===== src/hdl/reg_access_map.svh =====
// offsets, field layouts and reset values of the register bit access layer
`ifndef REG_ACCESS_MAP_SVH
`define REG_ACCESS_MAP_SVH
`define RA_ADDR_W 3
`define RA_DATA_W 8
`define RA_NUM_REGS 8
`define RA_OFS_CTRL 3'h0
`define RA_OFS_STAT 3'h1
`define RA_OFS_EVENT 3'h2
`define RA_OFS_COUNT 3'h3
`define RA_OFS_KEY 3'h4
`define RA_OFS_CMD 3'h5
`define RA_OFS_LATCH 3'h6
`define RA_OFS_RSVD 3'h7
`define RA_CTRL_RESET 8'h00
`define RA_CTRL_MASK 8'h7F
`define RA_LL_MASK 8'h0F
`define RA_LH_MASK 8'hF0
`define RA_WO_READ 8'h00
`define RA_RSVD_READ 8'h00
`define RA_LATCH_RESET 8'h0F
`define RA_COUNT_MAX 8'hFF
`endif


===== src/hdl/reg_access_pkg.sv =====
// types shared by the register bit access layer
package reg_access_pkg;
    typedef enum logic [1:0] {
        PORT_IDLE = 2'b00,
        PORT_SPI = 2'b01,
        PORT_I2C = 2'b10
    } mgmt_port_t;
    typedef logic [7:0] reg_byte_t;
endpackage : reg_access_pkg


===== src/hdl/reg_access_bank.sv =====
// register bank showing each bit access kind behind two management ports
`timescale 1ns/1ns
`include "reg_access_map.svh"
module reg_access_bank (
    // clock and reset
    input wire logic I_CLK_SYS,
    input wire logic I_RST_N,
    // spi management access, request held until ack
    input wire logic I_SPI_REQ,
    input wire logic I_SPI_WR,
    input wire logic [`RA_ADDR_W-1:0] I_SPI_ADDR,
    input wire logic [`RA_DATA_W-1:0] I_SPI_WDATA,
    output logic O_SPI_ACK,
    // i2c management access, request held until ack
    input wire logic I_I2C_REQ,
    input wire logic I_I2C_WR,
    input wire logic [`RA_ADDR_W-1:0] I_I2C_ADDR,
    input wire logic [`RA_DATA_W-1:0] I_I2C_WDATA,
    output logic O_I2C_ACK,
    // read answer shared by both ports
    output logic [`RA_DATA_W-1:0] O_RDATA,
    output logic O_RVALID,
    output reg_access_pkg::mgmt_port_t O_RSRC,
    // hardware status and events
    input wire logic [`RA_DATA_W-1:0] I_STATUS,
    input wire logic [`RA_DATA_W-1:0] I_EVENT,
    input wire logic I_COUNT_INC,
    input wire logic [`RA_DATA_W-1:0] I_LATCH_COND,
    // command and control outputs, with the command done input
    output logic [`RA_DATA_W-1:0] O_CTRL,
    output logic [`RA_DATA_W-1:0] O_KEY,
    output logic O_KEY_STB,
    output logic [`RA_DATA_W-1:0] O_CMD_START,
    input wire logic [`RA_DATA_W-1:0] I_CMD_DONE
);
    typedef struct packed {
        reg_access_pkg::reg_byte_t ctrl;
        reg_access_pkg::reg_byte_t event_flags;
        reg_access_pkg::reg_byte_t count;
        reg_access_pkg::reg_byte_t key;
        logic key_stb;
        reg_access_pkg::reg_byte_t cmd;
        reg_access_pkg::reg_byte_t latch;
        reg_access_pkg::reg_byte_t rdata;
        logic rvalid;
        reg_access_pkg::mgmt_port_t rsrc;
    } state_t;
    state_t st_reg, st_next;

    logic acc;
    logic wr;
    logic [`RA_ADDR_W-1:0] addr;
    logic [`RA_DATA_W-1:0] wdata;
    reg_access_pkg::mgmt_port_t src;
    logic rd;
    logic wr_event;
    logic rd_count;
    logic rd_latch;

    // one access per cycle keeps each read side effect single
    reg_access_arb u_arb (
        .i_clk(I_CLK_SYS),
        .i_rst_n(I_RST_N),
        .i_spi_req(I_SPI_REQ),
        .i_spi_wr(I_SPI_WR),
        .i_spi_addr(I_SPI_ADDR),
        .i_spi_wdata(I_SPI_WDATA),
        .o_spi_ack(O_SPI_ACK),
        .i_i2c_req(I_I2C_REQ),
        .i_i2c_wr(I_I2C_WR),
        .i_i2c_addr(I_I2C_ADDR),
        .i_i2c_wdata(I_I2C_WDATA),
        .o_i2c_ack(O_I2C_ACK),
        .o_acc(acc),
        .o_wr(wr),
        .o_addr(addr),
        .o_wdata(wdata),
        .o_src(src)
    );

    function automatic logic hit(input logic [`RA_ADDR_W-1:0] a,
                                 input logic [`RA_ADDR_W-1:0] ofs);
        hit = (a == ofs);
    endfunction : hit

    // latch view: low bits latch low, high bits latch high
    function automatic reg_access_pkg::reg_byte_t latch_fold(
        input reg_access_pkg::reg_byte_t held,
        input reg_access_pkg::reg_byte_t cond);
        latch_fold = ((held & cond) & `RA_LL_MASK) | ((held | cond) & `RA_LH_MASK);
    endfunction : latch_fold

    // the counter sticks at its top value rather than wrapping back to small counts
    function automatic reg_access_pkg::reg_byte_t sat_step(
        input reg_access_pkg::reg_byte_t v);
        sat_step = (v == `RA_COUNT_MAX) ? v : v + 8'h01;
    endfunction : sat_step

    assign rd = acc && !wr;
    // decoded strobes, true only in the one cycle that an access is taken
    assign wr_event = acc && wr && hit(addr, `RA_OFS_EVENT);
    assign rd_count = rd && hit(addr, `RA_OFS_COUNT);
    assign rd_latch = rd && hit(addr, `RA_OFS_LATCH);

    always_comb begin
        st_next = st_reg;
        st_next.rvalid = 1'b0;
        st_next.key_stb = 1'b0;

        // latch capture runs every cycle; a read below reloads from the live condition
        st_next.latch = latch_fold(st_reg.latch, I_LATCH_COND);
        // sticky events; a new event beats a clear in the same cycle
        if (wr_event) begin
            st_next.event_flags = st_reg.event_flags & ~wdata;
        end
        st_next.event_flags = st_next.event_flags | I_EVENT;
        // self clearing command bits drop when the action reports done
        st_next.cmd = st_reg.cmd & ~I_CMD_DONE;

        if (acc && wr) begin
            case (addr)
                `RA_OFS_CTRL: begin
                    // the top bit is reserved and always stored as zero
                    st_next.ctrl = wdata & `RA_CTRL_MASK;
                end
                `RA_OFS_STAT: begin
                    // live status has no storage, so the write is dropped
                end
                `RA_OFS_EVENT: begin
                    // handled above so that a new event can win over the clear
                end
                `RA_OFS_COUNT: begin
                    // contents change only by counting or by a read
                end
                `RA_OFS_KEY: begin
                    st_next.key = wdata;
                    st_next.key_stb = 1'b1;
                end
                `RA_OFS_CMD: begin
                    st_next.cmd = st_next.cmd | wdata;
                end
                `RA_OFS_LATCH: begin
                    // latched status is read only
                end
                default: begin
                    // reserved address, nothing is stored
                end
            endcase
        end

        if (rd) begin
            // data and source stand until the next read answer
            st_next.rvalid = 1'b1;
            st_next.rsrc = src;
            case (addr)
                `RA_OFS_CTRL: begin
                    st_next.rdata = st_reg.ctrl;
                end
                `RA_OFS_STAT: begin
                    st_next.rdata = I_STATUS;
                end
                `RA_OFS_EVENT: begin
                    st_next.rdata = st_reg.event_flags;
                end
                `RA_OFS_COUNT: begin
                    st_next.rdata = st_reg.count;
                end
                `RA_OFS_KEY: begin
                    st_next.rdata = `RA_WO_READ;
                end
                `RA_OFS_CMD: begin
                    st_next.rdata = st_reg.cmd;
                end
                `RA_OFS_LATCH: begin
                    st_next.rdata = st_reg.latch;
                end
                default: begin
                    st_next.rdata = `RA_RSVD_READ;
                end
            endcase
        end

        // read side effects fire once, on the single accepted read cycle
        if (rd_count) begin
            // an increment in the read cycle is kept, not lost to the clear
            st_next.count = {7'h00, I_COUNT_INC};
        end else if (I_COUNT_INC) begin
            st_next.count = sat_step(st_reg.count);
        end
        if (rd_latch) begin
            st_next.latch = I_LATCH_COND;
        end
    end

    always_ff @(posedge I_CLK_SYS or negedge I_RST_N) begin
        if (!I_RST_N) begin
            st_reg <= '{ctrl: `RA_CTRL_RESET, latch: `RA_LATCH_RESET,
                        rsrc: reg_access_pkg::PORT_IDLE, default: '0};
        end else begin
            st_reg <= st_next;
        end
    end

    // every output except the two port acks comes straight from a flip-flop
    assign O_RDATA = st_reg.rdata;
    assign O_RVALID = st_reg.rvalid;
    assign O_RSRC = st_reg.rsrc;
    assign O_CTRL = st_reg.ctrl;
    assign O_KEY = st_reg.key;
    assign O_KEY_STB = st_reg.key_stb;
    assign O_CMD_START = st_reg.cmd;
endmodule : reg_access_bank


===== src/hdl/reg_access_arb.sv =====
// arbiter joining the two management ports into one register access
`timescale 1ns/1ns
`include "reg_access_map.svh"
module reg_access_arb (
    // clock and reset
    input wire logic i_clk,
    input wire logic i_rst_n,
    // spi side
    input wire logic i_spi_req,
    input wire logic i_spi_wr,
    input wire logic [`RA_ADDR_W-1:0] i_spi_addr,
    input wire logic [`RA_DATA_W-1:0] i_spi_wdata,
    output logic o_spi_ack,
    // i2c side
    input wire logic i_i2c_req,
    input wire logic i_i2c_wr,
    input wire logic [`RA_ADDR_W-1:0] i_i2c_addr,
    input wire logic [`RA_DATA_W-1:0] i_i2c_wdata,
    output logic o_i2c_ack,
    // merged access, one cycle pulse
    output logic o_acc,
    output logic o_wr,
    output logic [`RA_ADDR_W-1:0] o_addr,
    output logic [`RA_DATA_W-1:0] o_wdata,
    output reg_access_pkg::mgmt_port_t o_src
);
    typedef struct packed {
        logic last_i2c;
    } state_t;
    state_t st_reg, st_next;
    logic pick_i2c;

    // alternate on conflict so neither port starves
    always_comb begin
        st_next = st_reg;
        pick_i2c = i_i2c_req && (!i_spi_req || !st_reg.last_i2c);
        if (i_spi_req || i_i2c_req) begin
            st_next.last_i2c = pick_i2c;
        end
    end

    always_ff @(posedge i_clk or negedge i_rst_n) begin
        if (!i_rst_n) begin
            st_reg <= '0;
        end else begin
            st_reg <= st_next;
        end
    end

    assign o_acc = i_spi_req || i_i2c_req;
    assign o_wr = pick_i2c ? i_i2c_wr : i_spi_wr;
    assign o_addr = pick_i2c ? i_i2c_addr : i_spi_addr;
    assign o_wdata = pick_i2c ? i_i2c_wdata : i_spi_wdata;
    assign o_src = !o_acc ? reg_access_pkg::PORT_IDLE :
                   (pick_i2c ? reg_access_pkg::PORT_I2C : reg_access_pkg::PORT_SPI);
    assign o_spi_ack = i_spi_req && !pick_i2c;
    assign o_i2c_ack = pick_i2c;
endmodule : reg_access_arb


===== config.mk =====
export PLATFORM = sky130hd
export DESIGN_NAME = reg_access_bank
export DESIGN_NICKNAME = d
export VERILOG_FILES = /design/src/hdl/reg_access_pkg.sv /design/src/hdl/reg_access_bank.sv /design/src/hdl/reg_access_arb.sv
export VERILOG_INCLUDE_DIRS = /design/src /design/src/hdl
export SDC_FILE = /design/constraint.sdc
export NUM_CORES = 1
export LEC_CHECK = 0
export BUFFER_PORTS_ARGS = -buffer_cell sky130_fd_sc_hd__buf_2
export CAP_MARGIN = 20
export CELL_PAD_IN_SITES_DETAIL_PLACEMENT = 1
export CELL_PAD_IN_SITES_GLOBAL_PLACEMENT = 1
export CORE_MARGIN = 5
export CORE_UTILIZATION = 39
export CTS_CLUSTER_DIAMETER = 200
export DETAILED_ROUTE_END_ITERATION = 8
export PLACE_DENSITY = 0.77
export RECOVER_POWER = 50
export SETUP_SLACK_MARGIN = 0.2
export SYNTH_ARGS = -nofsm -noshare
export SYNTH_HDL_FRONTEND = slang
export SYNTH_SLANG_ARGS = --single-unit

===== constraint.sdc =====
create_clock -name I_CLK_SYS -period 2.4 [get_ports I_CLK_SYS]
set_input_delay 0.6 -clock I_CLK_SYS [delete_from_list [all_inputs] [get_ports I_CLK_SYS]]
set_output_delay 0.6 -clock I_CLK_SYS [all_outputs]
set_load 0.02 [all_outputs]

==> results.cfg, run 1 <==
[placed_design]
gp_congestion = 0.852
hpwl_mm = 8.02
pre_cts_ws_ns = 0.0197
io_buffers = 97

[clock_tree]
cts.sinks = 60
cts-resized-gates = 0
clk_pin_slew_ns = 0.07
cts_tree = built
h-tree-depth = 3
clkLatencyLatePin_ns = 0.34
cts_hold_buf = 0
cts-root-buf = clkbuf_8
clockBufferDepth = 2
cts_buffers = 9
postCtsSetupBuffers = 0

[pwr]
seqPwrFrac = 0.427
total_power_mw = 3.23
p_sw_mw = 1.15
intPower_mw = 2.08
ir_drop_uv = 429
leakage_nw = 1.78
power.density_nw_per_um2 = 828
sw_frac_of_total = 0.356
pwr-share-clk = 0.291
p_comb_frac = 0.282

[critical_path]
reg2reg_from = u_arb.st_reg$_DFFE_PN0N_
startpoint = u_arb.st_reg$_DFFE_PN0N_
crit_type = reg2reg
crit_arrival_ns = 2.26
start_kind = register
crit_path_max_fanout = 7
cp_data_required_time_ns = 2.63
crit_path_end_kind = register

[synth]
synth-edff-count = 0
ys_seq_area_frac = 0.449
synth_seq_cells = 60
yosys_warnings = 0
synth_cells = 330
synth.distinct_cells = 54
synth_area_um2 = 3360
synth_area_per_cell_um2 = 10.2
synth_fp_nets = 392
synth_ff_type = dfrtp_1
async_flop_share = 1.00

[floorplan]
die_h_um = 103
fp.dieArea_um2 = 10600
rows = 33
die_x_um = 103
core_um2 = 8300
top_level_ports = 99
start_util = 0.405

[grt]
grt_max_degree = 39
top_usage_layer = met2
met2_usage = 0.334
grt_pass1_vias = 2976
overflow = 0
grt_pass1_wl_mm = 16.0
gr-usage-met3 = 0.0453
grt_usage = 0.200
antenna_found_initial = 0
use_met1 = 0.257

[final_layout]
largest_register_ffs = 24
nets = 465
layout-drive-gt1-share = 0.311
area_growth_pct = 16.2
insertedDiodeCount = 0
nFillCells = 982

[routing]
num_vias = 2767
viasPerCell = 5.39
ant_nets = 0
drt_pass1_iterations = 4
drc = 0
drt-initial-drc-count = 164
routed_wl_mm = 10.1
detail_route.wl_per_cell_um = 19.7

[sta]
finalWorstSetupSlack_ns = 0.371
final_hold_viol_count = 0
whs_ns = 0.437
report.final.slew_viol_count = 0
period_share = 0.846
finalCriticalPeriod_ns = 2.03
skew_ns = 0.00404
worstMarginPinSlew_ns = 1.33
slew_headroom = 0.112
tns_ns = 0
rsz0062_at_grt = no
max_freq_mhz = 493
setup_viol = 0

[min_path]
hp-class = in2reg
hold_start = I_CMD_DONE[2]

[run]
maxCapViolCount = 0

[status]
status = finished clean
[per-layer routing]
layer  wire length, um  part of all wire
met1              4320              0.43
met2              5060              0.50
met3               615             0.061
met4               134             0.013
met5                 0                 0
[cell usage after synthesis (3+ instances only)]
cell | instances | area (um2)
a21o_1 | 4 | 30.0
xor2_1 | 4 | 35.0
buf_2 | 6 | 30.0
o21a_1 | 4 | 30.0
dfstp_2 | 4 | 105
a32oi_1 | 3 | 26.3
nor3_1 | 6 | 30.0
buf_6 | 4 | 45.0
buf_4 | 36 | 270
nand2_1 | 15 | 56.3
a221o_1 | 4 | 40.0
o21ai_0 | 13 | 65.1
inv_1 | 10 | 37.5
o22ai_1 | 10 | 62.6
nor2_1 | 27 | 101
mux2_2 | 4 | 45.0
mux2i_1 | 23 | 230
a21oi_1 | 19 | 95.1
a22oi_1 | 6 | 45.0
nand4_1 | 7 | 43.8
nand3_1 | 5 | 25.0
and3_1 | 3 | 18.8
nand2b_1 | 19 | 119
dfrtp_1 | 56 | 1400
[through the flow]
step | cell area [um2] | cells | utilization
6_report | 3900 | 513 | 0.470
4_1_cts | 3920 | 513 | 0.472
3_3_place_gp | 3720 | 497 | 0.448
2_1_floorplan | 3360 | 330 | -
3_5_place_dp | 3720 | 497 | 0.448
5_1_grt | 3900 | 513 | 0.470
[critical path, cell delays in order (launching register included)]
cell and delay, ns:
dfrtp_1 0.40, a21bo_1 0.25, buf_4 0.18, buf_4 0.17, mux2i_1 0.16, a221oi_1 0.32
a21oi_1 0.11, a221o_1 0.33
[final timing paths]
kind / depth (start not counted) / endpoint / slack, ns
max in group asynchronous: 2 / st_reg[13]$_DFF_PN1_ / 0.96
worst max register to register: 7 / O_RDATA[0]$_DFFE_PN0N_ / 0.37
worst min-delay path: 2 / O_CMD_START[2]$_DFF_PN0_ / 0.44
worst min register to register: 2 / O_RSRC[1]$_DFFE_PN0N_ / 0.48
worst max-delay path: 7 / O_RDATA[0]$_DFFE_PN0N_ / 0.37
min in group asynchronous: 1 / O_KEY[4]$_DFFE_PN0P_ / 0.54
[cells in the final DEF, fill, tap and decap left out, types with 5 or more instances in the layout]
cell	netlist	routed
nand2_1	15	15
mux2i_1	23	23
o21ai_0	13	13
a21oi_1	19	19
buf_2	6	80
nand2b_1	19	19
nand4_1	7	7
a22oi_1	6	6
nand3_1	5	5
nor3_1	6	6
dfrtp_1	56	56
inv_1	10	10
clkbuf_8	0	11
nor2_1	27	27
clkbuf_1	1	18
o22ai_1	10	10
buf_4	36	13
[power groups by stage]
| stage | logic, mW | registers [mW] | clock network (mW) |
|---|---|---|---|
| after floorplan | 0.802 | 1.33 | 0 |
| final | 0.912 | 1.38 | 0.940 |
| after global placement | 0.910 | 1.39 | 0 |
| after CTS | 0.947 | 1.38 | 0.959 |
| after global routing | 1.00 | 1.41 | 1.00 |
| after detailed placement | 0.944 | 1.39 | 0 |
[final cells by class]
cell class                 count  area (um2)  area share
clock buffer                  12         155      0.0398
tap                          105         131      0.0337
clock inverter                 4        47.5      0.0122
inverter                      11        46.3      0.0119
sequential                    60        1510       0.386
timing repair buffer         111         582       0.149
multi-input combinational    210        1430       0.367
[cells by family (layout without fill, tap and decap cells)]
group / count (synthesis) / in the layout / synth area share
simple gates: 93 / 93 / 0.145
compound gates: 79 / 79 / 0.164
flops: 60 / 60 / 0.449
buf+inv: 60 / 138 / 0.124
mux: 30 / 30 / 0.0972
xor+xnor: 6 / 6 / 0.0156
fa+ha+maj: 1 / 1 / 0.00373
other cells: 1 / 1 / 0.00112
Power figures use the tool's default switching activity.
==> run 2: changes to the inputs <==
==> constraint.sdc (replaced) <==
create_clock -name I_CLK_SYS -period 1.95 [get_ports I_CLK_SYS]
set_input_delay 0.4875 -clock I_CLK_SYS [delete_from_list [all_inputs] [get_ports I_CLK_SYS]]
set_output_delay 0.4875 -clock I_CLK_SYS [all_outputs]
set_load 0.02 [all_outputs]
==> run 2 against run 1 <==
  * The flow now finishes with violations (max-capacitance violations, max-slew violations, negative setup slack)
  * Sequential share of layout area fell by 7.1 points
  * Clock power rose by 9%
  * Clock skew grew 0.0021 ns
  * Flip-flop and latch count is the same
  * Hold slack got worse by 0.13 ns
  * Via count rose by 13%
==> results.cfg, run 2 (synthesis results as in run 1) <==
[critical_path]
crit_path_end_kind = register
crit_chain = a21bo_4, buf_6, mux2_2, a22o_1, a222oi_1, o21ai_1
critPathTopFamily = compound AO/OA/AOI/OAI gates
start_kind = register
crit_slowest_cell = mux2_2
crit_arrival_ns = 2.30
critPathBufInv = 1
crit_type = reg2reg
crit_path_max_fanout = 10
cp_data_required_time_ns = 2.17
cpPeakStageDelay_ns = 0.43

[routing]
detail_route.wl_per_cell_um = 22.7
drc = 0
ant_nets = 0
drt-initial-drc-count = 114
viasPerCell = 5.61
drt_pass1_iterations = 4
num_vias = 3121
routed_wl_mm = 12.6

[final_layout]
fin_cells = 556
nets = 508
postLayoutCoreUtil = 0.577
area_growth_pct = 42.6
final_area_um2 = 4790
final_common_cell = buf_2
insertedDiodeCount = 0
largest_register_ffs = 24
final_cell_mix = 95 x buf_2, 56 x dfrtp_1, 36 x buf_4
layout-drive-gt1-share = 0.570

[clock_tree]
clk_pin_slew_ns = 0.08
cts_hold_buf = 0
clockBufferDepth = 2
clkLatencyLatePin_ns = 0.35
cts-root-buf = clkbuf_8
cts_buffers = 9
h-tree-depth = 3
cts_tree = built
cts.sinks = 60

[sta]
skew_ns = 0.00618
finalWorstSetupSlack_ns = -0.130
period_share = 1.07
slew_headroom = -0.0308
finalCriticalPeriod_ns = 2.08
worstMarginPinSlew_ns = 1.55
rsz0062_at_grt = yes
max_freq_mhz = 481
setup_viol = 7
final_hold_viol_count = 0
report.final.slew_viol_count = 61

[floorplan]
die_h_um = 103
fp.dieArea_um2 = 10600
start_util = 0.405
rows = 33
top_level_ports = 99
core_um2 = 8300
die_x_um = 103

[placed_design]
dp.cells = 523
hpwl_mm = 8.18
pre_cts_ws_ns = -0.283
placed_cell_area_um2 = 4010
gp_congestion = 0.904
io_buffers = 97

[grt]
antenna_found_initial = 0
grt_max_degree = 61
overflow = 0
grt_usage = 0.237
grt_pass1_vias = 3392
grt_pass1_wl_mm = 18.7

[pwr]
leakage_nw = 2.14
ir_drop_uv = 416
power.density_nw_per_um2 = 908
total_power_mw = 4.35

[status]
status = finished, violations left
violations = max-capacitance violations, max-slew violations, negative setup slack

[run]
maxCapViolCount = 1

[min_path]
hp-class = in2reg
-- run 2: worst reg2reg max path, stage by stage (launching register included) --
cell      delay [ns]
dfrtp_1         0.36
a21bo_4         0.18
buf_6           0.22
mux2_2          0.44
a22o_1          0.26
a222oi_1        0.37
o21ai_1         0.12
-- run 2: through the flow --
| step | setup TNS [ns] | hold WS, ns |
|---|---|---|
| 2_1_floorplan | -0.626 | 0.192 |
| 3_3_place_gp | -6.37 | 0.456 |
| 3_5_place_dp | -8.78 | 0.465 |
| 4_1_cts | -0.00289 | 0.138 |
| 5_1_grt | -1.53 | 0.288 |
| 6_report | -0.277 | 0.310 |
-- run 2: routing by layer --
metal | share of wire | track usage | up-vias
met1 | 0.39 | 0.280 | 1594
met5 | 0 | 0 | -
met3 | 0.057 | 0.0440 | 24
li1 | - | - | 1392
met2 | 0.54 | 0.441 | 111
met4 | 0.022 | 0.0627 | 0
-- run 2: cell type report --
class,count,area [um2]
clock inverters,7,50.0
inverters,11,48.8
repair buffers,152,1040
multi-input cells,212,1890
well taps,105,131
flip-flops and latches,60,1510
clock buffers,9,124
fillers,915,3510
-- run 2: power by group --
part	total (mW)	internal, mW	leakage (nW)	switching (mW)
Clock	1.02	0.464	0.0820	0.559
Sequential	1.75	1.48	0.697	0.269
Combinational	1.58	0.711	1.36	0.870
Total	4.35	2.65	2.14	1.70
-- run 2: worst paths after layout --
path                                           from                  endpoint  slack, ns  cells after the start
max                        u_arb.st_reg$_DFFE_PN0N_    O_RDATA[6]$_DFFE_PN0N_      -0.13                      6
max reg2reg                u_arb.st_reg$_DFFE_PN0N_    O_RDATA[6]$_DFFE_PN0N_      -0.13                      6
min in group asynchronous                   I_RST_N      O_KEY[7]$_DFFE_PN0P_       0.58                      2
min                                   I_CMD_DONE[3]  O_CMD_START[3]$_DFF_PN0_       0.31                      2
max in group asynchronous                   I_RST_N    st_reg[37]$_DFFE_PN0P_       0.42                      2
min reg2reg                   O_RSRC[1]$_DFFE_PN0N_     O_RSRC[1]$_DFFE_PN0N_       0.50                      2
-- run 2: repair_timing --
action	in CTS	in global routing
setup buffers	11	3
resized for setup	66	45
pin swaps	10	20
cloned	3	0
setup endpoints to repair	43	58
